<file path="config.mk">
export PLATFORM = sky130hd
export DESIGN_NAME = sscl_top
export DESIGN_NICKNAME = d
export VERILOG_FILES = /design/src/logic/sscl_pkg.sv /design/src/logic/sscl_top.sv
export SDC_FILE = /design/constraint.sdc
export NUM_CORES = 1
export LEC_CHECK = 0
export BUFFER_PORTS_ARGS = -buffer_cell sky130_fd_sc_hd__buf_2
export CORE_AREA = 2 2 67 132
export DETAILED_ROUTE_END_ITERATION = 16
export DIE_AREA = 0 0 69 134
export PLACE_DENSITY_LB_ADDON = 0.15
export SETUP_SLACK_MARGIN = 0.02
export SLEW_MARGIN = 20
export SYNTH_ARGS = -nofsm -noshare
export SYNTH_HDL_FRONTEND = slang
export SYNTH_SLANG_ARGS = --single-unit
</file>
<file path="constraint.sdc">
create_clock -name sys_clk -period 3.67 [get_ports sys_clk]
set_input_delay 0.367 -clock sys_clk [delete_from_list [all_inputs] [get_ports sys_clk]]
set_output_delay 0.367 -clock sys_clk [all_outputs]
set_load 0.1 [all_outputs]
</file>
<file path="src/logic/sscl_pkg.sv">
package sscl_pkg;
  // ------------------------------------------------------------
  // register map
  // ------------------------------------------------------------
  localparam logic [7:0]  SSCL_SYSCTL_OFFSET = 8'h80;
  localparam logic [13:0] SSCL_RESET_VALUE   = 14'h1060;
  localparam logic [13:0] SSCL_WRITE_MASK    = 14'h00FF;
  // ------------------------------------------------------------
  // field positions
  // ------------------------------------------------------------
  localparam int SSCL_ACTIVITY_BIT   = 13;
  localparam int SSCL_RSVD_ONE_BIT   = 12;
  localparam int SSCL_STREAM_BIT     = 11;
  localparam int SSCL_UP_BIT         = 10;
  localparam int SSCL_DOWN_BIT       = 9;
  localparam int SSCL_PROBE_BIT      = 8;
  localparam int SSCL_AUTO_SW_BIT    = 7;
  localparam int SSCL_GATE_BIT       = 6;
  localparam int SSCL_LOCK_BIT       = 5;
  localparam int SSCL_PARITY_BIT     = 4;
  localparam int SSCL_DMA_BIT        = 3;
  localparam int SSCL_VCC_BIT        = 2;
  localparam int SSCL_KEEP_BIT       = 1;
  localparam int SSCL_SHARE_BIT      = 0;
  // ------------------------------------------------------------
  // timing
  // ------------------------------------------------------------
  localparam int SSCL_CLK_MHZ        = 40;
  localparam int SSCL_SETTLE_US      = 100;
  localparam int SSCL_SETTLE_CYCLES  = SSCL_SETTLE_US * SSCL_CLK_MHZ;
  localparam int SSCL_STREAM_BITS    = 16;
  typedef enum logic [3:0] {
    SSCL_IDLE   = 4'b0001,
    SSCL_SHIFT  = 4'b0010,
    SSCL_SETTLE = 4'b0100,
    SSCL_DONE   = 4'b1000
  } sscl_state_type;
endpackage : sscl_pkg

</file>
<file path="src/logic/sscl_top.sv">
// Chosen here: the register offset and the plain strobed port.
`timescale 1ns/1ps
module sscl_top
  import sscl_pkg::*;
#(
  parameter int SETTLE_CYCLES = SSCL_SETTLE_CYCLES
) (
  input  wire logic        sys_clk,
  input  wire logic        rst_n,
  input  wire logic [7:0]  regAddr,
  input  wire logic [31:0] regWdata,
  input  wire logic        regWrite,
  input  wire logic        regRead,
  output logic      [31:0] regRdata,
  input  wire logic        cardAccess,
  input  wire logic        powerRequest,
  input  wire logic        powerUp,
  input  wire logic        probeBusy,
  input  wire logic        legacyMode,
  input  wire logic        legacyAutoSwitch,
  input  wire logic        cardIsCardbus,
  input  wire logic        cardIdle,
  input  wire logic        cardClockStopped,
  input  wire logic        cardParityError,
  input  wire logic        pinsCentralDma,
  input  wire logic        clockStopRequest,
  input  wire logic        ringIndicateOut,
  input  wire logic        wakeEvent,
  input  wire logic        idWriteRequest,
  output logic             switchData,
  output logic             autoSwitchActive,
  output logic             cardFsmClockEn,
  output logic             idRegsWriteEn,
  output logic             sysErrOut,
  output logic             centralDmaActive,
  output logic             vcc5Select,
  output logic             clockStopGrant,
  output logic             sharedPinOut
);
  // ------------------------------------------------------------
  // reset release
  // ------------------------------------------------------------
  logic [1:0] rstSync_q;
  logic       rstLocal_n;
  always_ff @(posedge sys_clk or negedge rst_n) begin
    if (!rst_n) begin
      rstSync_q <= 2'b00;
    end else begin
      rstSync_q <= {rstSync_q[0], 1'b1};
    end
  end
  assign rstLocal_n = rstSync_q[1];

  // ------------------------------------------------------------
  // register and status state
  // ------------------------------------------------------------
  logic [7:0]     ctrl_q, ctrl_d;
  logic           activity_q, activity_d;
  logic           stream_q, stream_d;
  logic           upPend_q, upPend_d;
  logic           downPend_q, downPend_d;
  logic           probe_q, probe_d;
  logic           dirUp_q, dirUp_d;
  logic [15:0]    shift_q, shift_d;
  logic [4:0]     bitCnt_q, bitCnt_d;
  logic [15:0]    settle_q, settle_d;
  sscl_state_type state_q, state_d;
  logic [31:0]    rdata_d;
  logic           hit;
  logic [13:0]    regView;
  logic [8:0]     out_d, out_q;

  assign hit = (regAddr == SSCL_SYSCTL_OFFSET);
  always_comb begin
    regView = {activity_q, 1'b1, stream_q, upPend_q, downPend_q, probe_q, ctrl_q};
  end

  always_comb begin
    ctrl_d     = ctrl_q;
    activity_d = activity_q;
    probe_d    = probeBusy;
    rdata_d    = 32'h0000_0000;
    if (regWrite && hit) begin
      ctrl_d = regWdata[7:0] & SSCL_WRITE_MASK[7:0];
    end
    if (regRead && hit) begin
      rdata_d = {18'h00000, regView};
    end
    if (regRead && hit) begin
      activity_d = 1'b0;
    end
    if (cardAccess) begin
      activity_d = 1'b1;
    end
  end

  // ------------------------------------------------------------
  // power switch stream
  // ------------------------------------------------------------
  always_comb begin
    state_d    = state_q;
    shift_d    = shift_q;
    bitCnt_d   = bitCnt_q;
    settle_d   = settle_q;
    dirUp_d    = dirUp_q;
    stream_d   = stream_q;
    upPend_d   = upPend_q;
    downPend_d = downPend_q;
    case (state_q)
      SSCL_IDLE: begin
        if (powerRequest) begin
          state_d  = SSCL_SHIFT;
          stream_d = 1'b1;
          dirUp_d  = powerUp;
          shift_d  = {14'h0000, powerUp, ctrl_q[SSCL_VCC_BIT]};
          bitCnt_d = 5'(SSCL_STREAM_BITS);
        end
      end
      SSCL_SHIFT: begin
        shift_d  = {1'b0, shift_q[15:1]};
        bitCnt_d = bitCnt_q - 5'h01;
        if (bitCnt_q == 5'h01) begin
          state_d  = SSCL_SETTLE;
          settle_d = 16'(SETTLE_CYCLES);
          upPend_d   = dirUp_q;
          downPend_d = !dirUp_q;
        end
      end
      SSCL_SETTLE: begin
        settle_d = settle_q - 16'h0001;
        if (settle_q == 16'h0001) begin
          state_d = SSCL_DONE;
        end
      end
      SSCL_DONE: begin
        stream_d   = 1'b0;
        upPend_d   = 1'b0;
        downPend_d = 1'b0;
        state_d    = SSCL_IDLE;
      end
      default: begin
        state_d = SSCL_IDLE;
      end
    endcase
  end

  // ------------------------------------------------------------
  // control outputs
  // ------------------------------------------------------------
  always_comb begin
    out_d = '0;
    out_d[0] = (state_q == SSCL_SHIFT) ? shift_q[0] : 1'b0;
    out_d[1] = ctrl_q[SSCL_AUTO_SW_BIT] & legacyAutoSwitch;
    out_d[2] = !(ctrl_q[SSCL_GATE_BIT] & cardIsCardbus & cardIdle & cardClockStopped);
    out_d[3] = idWriteRequest & !ctrl_q[SSCL_LOCK_BIT];
    out_d[4] = cardParityError & ctrl_q[SSCL_PARITY_BIT];
    out_d[5] = ctrl_q[SSCL_DMA_BIT] & pinsCentralDma;
    out_d[6] = legacyMode & ctrl_q[SSCL_VCC_BIT];
    out_d[7] = clockStopRequest & !ctrl_q[SSCL_KEEP_BIT];
    out_d[8] = ctrl_q[SSCL_SHARE_BIT] ? wakeEvent : (ringIndicateOut | wakeEvent);
  end

  always_ff @(posedge sys_clk or negedge rstLocal_n) begin
    if (!rstLocal_n) begin
      ctrl_q     <= SSCL_RESET_VALUE[7:0];
      activity_q <= 1'b0;
      probe_q    <= 1'b0;
      regRdata   <= 32'h0000_0000;
      state_q    <= SSCL_IDLE;
      shift_q    <= 16'h0000;
      bitCnt_q   <= 5'h00;
      settle_q   <= 16'h0000;
      dirUp_q    <= 1'b0;
      stream_q   <= 1'b0;
      upPend_q   <= 1'b0;
      downPend_q <= 1'b0;
      out_q      <= 9'h004;
    end else begin
      ctrl_q     <= ctrl_d;
      activity_q <= activity_d;
      probe_q    <= probe_d;
      regRdata   <= rdata_d;
      state_q    <= state_d;
      shift_q    <= shift_d;
      bitCnt_q   <= bitCnt_d;
      settle_q   <= settle_d;
      dirUp_q    <= dirUp_d;
      stream_q   <= stream_d;
      upPend_q   <= upPend_d;
      downPend_q <= downPend_d;
      out_q      <= out_d;
    end
  end

  assign switchData       = out_q[0];
  assign autoSwitchActive = out_q[1];
  assign cardFsmClockEn   = out_q[2];
  assign idRegsWriteEn    = out_q[3];
  assign sysErrOut        = out_q[4];
  assign centralDmaActive = out_q[5];
  assign vcc5Select       = out_q[6];
  assign clockStopGrant   = out_q[7];
  assign sharedPinOut     = out_q[8];
endmodule : sscl_top

</file>
==> results of run 1 <==
==> stage by stage <==
step           power [W]  cell area, µm²
2_1_floorplan  0.0008885            2875
3_3_place_gp   0.0009022            3127
3_5_place_dp   0.0009034            3127
4_1_cts         0.001853            3465
5_1_grt         0.001896            3465
6_report        0.001825            3465
==> final cells by class <==
class,instances,area (µm²)
Clock buffer,10,239.0
Fill cell,818,4768
Tap cell,98,122.6
Clock inverter,6,88.84
Sequential cell,66,1658
Timing Repair Buffer,59,302.8
Multi-Input combinational cell,157,1031
Inverter,6,22.52
==> sequential cells by signal (all words and copies together), names as in the netlist <==
register / count
settle_q: 16
regRdata: 14
out_q: 9
ctrl_q: 8
bitCnt_q: 5
state_q: 4
rstSync_q: 2
shift_q: 2
activity_q: 1
dirUp_q: 1
downPend_q: 1
probe_q: 1
stream_q: 1
upPend_q: 1
==> final timing paths <==
path	endpoint	cells past startpoint	start
max in group asynchronous	out_q[2]	1	rstSync_q[1]
min in group asynchronous	state_q[2]	0	rstSync_q[1]
max	settle_q[4]	6	bitCnt_q[1]
min reg2reg	state_q[2]	0	rstSync_q[1]
min	probe_q	1	probeBusy
max reg2reg	settle_q[4]	6	bitCnt_q[1]
==> kinds of logic after synthesis <==
family                   share of synthesized area (%)
multiplexers                                     6.453
AND/OR/NAND/NOR                                  17.62
adder cells (fa/ha/maj)                          1.780
buffers and inverters                            6.675
XOR/XNOR                                         1.558
AO/OA/AOI/OAI                                    6.720
flip-flops                                       58.92
other                                           0.2671
==> layer usage <==
layer	global-route usage, %	vias to the layer above	part of all wire [%]
li1	-	919	-
met1	13.77	929	38
met2	23.34	63	54
met3	3.832	8	5.9
met4	6.863	0	2.2
met5	0	-	0
==> timing repair <==
item,4_1_cts,5_1_grt
hold buffers,1,0
hold endpoints to repair,2,0
setup buffers,0,0
endpoints found under the setup margin,0,0
==> where the power goes <==
group | switching [W] | total [W] | leakage [nW] | internal, W
clock network | 0.000322 | 0.000936 | 0.155 | 0.000614
registers | 0.0000101 | 0.000748 | 0.834 | 0.000738
logic | 0.000120 | 0.000141 | 0.739 | 0.0000213
==> cell usage after synthesis (all sizes together), types with 2 or more instances <==
library cell   n  area (µm²)
and2           6       37.54
nor3           7       40.04
nor4           3       18.77
nor4b          4       65.07
nand2         14       52.55
dfrtp         62        1551
nor2b          3       18.77
o311ai         3       33.79
nand4          4       25.02
dfstp          4       105.1
a21o           2       15.01
inv            6       22.52
and3          12       75.07
o31ai          2       15.01
xor2           3       26.28
o21ai          9       45.04
o41ai          3       26.28
buf           21       150.1
ha             4       50.05
clkbuf         4       15.01
or4b           2       20.02
nor2          19       71.32
o22ai          3       18.77
xnor2          2       17.52
mux2           9       101.4
nand3          6       30.03
conb           2       7.510
o211ai         2       15.01
mux2i          8       80.08
==> critical path, delay by kind of cell (launching register included) <==
family	cells	cell delay (ns)
simple gates	2	0.88
flops	1	0.40
compound gates	2	0.36
fa+ha+maj	1	0.13
buf+inv	1	0.09
==> impl_results.md, run 1 <==
- Peak VDD IR: 0.0002459 V
- Worst skew pair latency: 0.33 ns
- Slew HR: 50.39%
- Pwr/cell area: 526.7 nW/µm²
- Drt total wl: 5.611 mm
- Startpoint Class: flop
- Fin crit period: 1.992 ns
- Port Buffers: 57
- Setup WS pre-CTS: 1.423 ns
- Vias in the first global route: 1932
- Die area: 9246 µm²
- Synthesized area: 2811 µm²
- Final Max Slew Viols: 0
- Crit-path cells: inv_1 -> ha_1 -> nor4b_1 -> nand2_1 -> o311ai_0 -> o41ai_1
- CP Capture Type: flop
- Initial cell density of the core: 34.15%
- PostCTS Resize Cnt: 0
- DRC Markers: 0
- Clock-pin slew on the worst setup and hold paths: 0.06 ns
- Die width: 69 µm
- Pin count of the biggest net entering global routing: 34
- Synth Flop Type: dfrtp_1
- R2R setup slack: 1.68 ns
- Most frequent cells in the layout: dfrtp_1, buf_2, nor2_1, conb_1, nand2_1
- Routed vias: 1919
- Root buffer cell: clkbuf_16
- Synth async-reset ratio: 100.0%
- IO Pins: 100
- RSZ-0062 raised after global routing: false
- Row count: 47
- Area Growth Syn to Fin: 23.23%
- CP Data Arrival Time: 2.19 ns
- Netlist cell types: 42
- Antenna violations before repair: 0
- Non-Filler Instances: 402
- Core box area: 8233 µm²
- Status: finished clean
- Setup Skew: 0.004217 ns
- Finished Core Util: 42.08%
- CTS tree: built
- Post-Syn Instances: 237
- Critical-path top delay cell: nor4b_1
- Worst Hold Slack: 0.1398 ns
- Post-DR vias/cell: 4.774
- CTS buffer count: 9
- Layout net count: 362
- Detailed Routing Iterations Pass 1: 4
- Initial DRC Count: 82
- Peak Freq: 502.0 MHz
- Longest Clk Path Bufs: 2
- CTS H-tree lvls: 3
- Average cell area after synthesis: 11.86 µm²
- Crit-path max FO: 11
- Dpl cells: 385
- Slew @ Worst Pin: 0.7338 ns
- # setup viols final: 0
- Crit Path Class: flop to flop
- Post-route setup TNS: 0 ns
- Total gr overflow: 0
- Die Y: 134 µm
- GRT Resource Usage Total: 13.12%
- Ys Warns: 0
- Routed Antenna Nets: 0
- Seq/Total Area, Yosys: 58.92%
- Static leakage: 1.728 nW
- Share of cells above drive strength 1: 30.92%
- Clk sinks: 66
- EDFF count, synth: 0
- Commonest non-fill, non-tap cell in the layout: dfrtp_1
- ANT cells: 0
- Hold Fails Final Rpt: 0
- Yosys reg bits: 66
- Routability congestion estimate: 0.7655
- CP peak stage delay: 0.46 ns
- Hpwl dp: 3.984 mm
- Hold Crit Class: primary input to flop
- Period utilisation layout: 54.28%
- Max-Cap Viols: 0
- Drt wl/cell: 13.96 µm
- First-pass GRT wire length: 9.432 mm
- Req. time, crit path: 3.86 ns
- Worst setup margin: 1.678 ns
Power figures use the tool's default switching activity.
==> inputs of run 2 (changes only) <==
==> constraint.sdc (replaced) <==
create_clock -name sys_clk -period 1.64 [get_ports sys_clk]
set_input_delay 0.164 -clock sys_clk [delete_from_list [all_inputs] [get_ports sys_clk]]
set_output_delay 0.164 -clock sys_clk [all_outputs]
set_load 0.1 [all_outputs]
==> run 2 against run 1 <==
The run now ends with negative setup slack left. Die area did not move. Critical path depth fell by 2. Clock skew rose by 0.00057 ns. Clock power rose by 120%. Clock-buffer cell count rose by 2. Largest power group unchanged. Critical endpoint is now settle_q[15]. Highest routed layer unchanged.
==> impl_results.md, run 2 (synthesis gave the netlist of run 1 again) <==
- Status: finished, violations left
- Failing checks: negative setup slack
- Die Y: 134 µm (unchanged)
- CTS H-tree lvls: 3 (unchanged)
- Die width: 69 µm (unchanged)
- Hold Path Sink: out_q[8]
- Share of cells above drive strength 1: 44.13% (+13 points)
- Final Max Slew Viols: 0 (unchanged)
- Port Buffers: 57 (unchanged)
- Cell family with most CP delay: simple AND/OR/NAND/NOR gates
- ANT cells: 0 (unchanged)
- Switching Share: 23.78% (-0.99 points)
- IO Pins: 100 (unchanged)
- Routed vias: 2070 (+7.9%)
- Psw: 0.0009731 W (+120%)
- Clk sinks: 66 (unchanged)
- Startpoint Class: flop
- Worst Hold Slack: 0.01556 ns (-0.1242 ns)
- Crit-path max FO: 6 (-5)
- R2r startpoint: settle_q[11]
- Biggest regs: settle_q x16, regRdata x14, out_q x9
- Clock-pin slew on the worst setup and hold paths: 0.05 ns (about the same)
- CP Data Arrival Time: 1.95 ns (-0.24 ns)
- Vias in the first global route: 2122 (+9.8%)
- Routability congestion estimate: 0.7294 (-4.7%)
- Most frequent cells in the layout: dfrtp_1, buf_2, buf_4
- Comb pwr share: 8.3% (+0.6 points)
- Static leakage: 2.026 nW (+17%)
- Worst setup margin: -0.1100 ns (-1.788 ns)
- Post-route setup TNS: -0.2134 ns (-0.2134 ns)
- Peak Freq: 571.4 MHz (+14%)
- Row count: 47 (unchanged)
- Commonest non-fill, non-tap cell in the layout: dfrtp_1
- # setup viols final: 3 (+3)
- CP Capture Type: flop
- Hpwl dp: 4.233 mm (+6.3%)
- DRC Markers: 0 (unchanged)
- Layout net count: 407 (+12%)
- GRT Resource Usage Total: 13.98% (+0.86 points)
- Crit Path Class: flop to flop
- Core box area: 8233 µm² (unchanged)
- Post-DR vias/cell: 4.631 (-3.0%)
- Largest register by flop count: settle_q
- Clock power frac: 51.1% (-0.2 points)
- Drt total wl: 6.185 mm (+10%)
- Fin crit period: 1.750 ns (-0.2422 ns)
- Hold Fails Final Rpt: 0 (unchanged)
- Root buffer cell: clkbuf_16
- Drt wl/cell: 13.84 µm (-0.87%)
- Hold Crit Depth: 2 (+1)
- Pin count of the biggest net entering global routing: 65 (+91%)
- Initial DRC Count: 109 (+33%)
- Antenna violations before repair: 0 (unchanged)
- Routed Antenna Nets: 0 (unchanged)
- First-pass GRT wire length: 10.01 mm (+6.1%)
- Die area: 9246 µm² (unchanged)
- Area Growth Syn to Fin: 41.92%
- Seq pwr share: 40.6% (-0.4 points)
- RSZ-0062 raised after global routing: true
- Setup Skew: 0.004788 ns (+0.0005711 ns)
- Max-Cap Viols: 0 (unchanged)
- # fillers: 782 (-4.4%)
- Critical path buffers and inverters: 0 (-1)
- CTS tree: built
- Peak VDD IR: 0.0006511 V (+160%)
- Worst skew pair latency: 0.33 ns (about the same)
- Initial cell density of the core: 34.15% (unchanged)
- Hold Crit Start: wakeEvent
- Finished Core Util: 48.47% (+6.4 points)
- Critical-path top delay cell: or4_4
- Period utilisation layout: 106.7% (+52 points)
- Critical R2R Capture: settle_q[15]
- Internal power: 0.003120 W (+130%)
- Longest Clk Path Bufs: 2 (unchanged)
- Total gr overflow: 0 (unchanged)
- Worst Reg-to-Reg Cells: 4 (-2)
- R2R setup slack: -0.11 ns (-1.79 ns)
- Flip-flop count of the largest register after layout: 16 (unchanged)
- Pwr/cell area: 1026 nW/µm² (+95%)
- Req. time, crit path: 1.84 ns (-2.02 ns)
- CTS buffer count: 9 (unchanged)
- Detailed Routing Iterations Pass 1: 4 (unchanged)
- CP peak stage delay: 0.54 ns (+0.08 ns)
- Hold Crit Class: primary input to flop
- Crit-path cells: or4_4 -> or3_4 -> o311ai_2 -> o41ai_1
==> run 2: changes by cell type in the layout (fill, tap and decap cells not counted), sizes merged <==
cell         previous run  this run
buf                    58       100
dlygate4sd3             1         4
clkbuf                 10        12
clkinvlp                2         0
clkinv                  1         2
inv                     7         6
==> run 2: how the worst max path moves through the flow <==
stage,from,endpoint,slack (ns),cells after the start
2_1_floorplan,settle_q[11],settle_q[15],-0.16,5
5_1_grt,settle_q[11],settle_q[15],-0.20,4
4_1_cts,settle_q[11],settle_q[15],-0.11,4
3_5_place_dp,settle_q[11],settle_q[15],-0.16,4
6_report,settle_q[11],settle_q[15],-0.11,4
3_3_place_gp,settle_q[11],settle_q[15],-0.15,4
==> run 2: area by class of cell <==
type	instances	area [µm²]	area share [%]
clock inverters	4	73.82	1.850
clock buffers	12	256.5	6.428
flip-flops and latches	66	1658	41.55
well taps	98	122.6	3.073
inverters	6	22.52	0.5644
multi-input cells	157	1160	29.07
repair buffers	104	696.9	17.47
==> run 2: metrics by stage <==
stage	instances	area (µm²)	worst slack, ns	power, W
finish	447	3990	-0.1100	0.004093
global route	447	3990	-0.2034	0.004265
CTS	438	3800	-0.1141	0.004155
detailed placement	417	3392	-0.1623	0.002026
global placement	417	3392	-0.1502	0.002024
floorplan	254	2883	-0.1574	0.001989
==> run 2: power groups by stage <==
| stage | sequential [W] | combinational [W] | clock (W) |
|---|---|---|---|
| final | 0.00166 | 0.000339 | 0.00209 |
| after floorplan | 0.00176 | 0.000230 | 0 |
| after global placement | 0.00169 | 0.000336 | 0 |
| after detailed placement | 0.00169 | 0.000337 | 0 |
| after global routing | 0.00166 | 0.000357 | 0.00225 |
| after CTS | 0.00166 | 0.000344 | 0.00215 |
==> run 2: what timing repair did <==
| item | 4_1_cts | 5_1_grt |
|---|---|---|
| setup buffers | 1 | 8 |
| endpoints found under the hold margin | 4 | 0 |
| setup endpoints to repair | 15 | 18 |
| hold buffers | 4 | 0 |
| cloned | 0 | 1 |
| gates resized for setup | 7 | 28 |
| pin swaps | 0 | 10 |
==> run 2: metal layers <==
layer,wire (µm),global-route usage (%),share of wire (%),vias up
li1,-,-,-,1006
met1,2211,14.23,36,993
met2,3512,25.64,57,62
met3,331,4.207,5.4,9
met4,130,6.536,2.1,0
met5,0,0,0,-
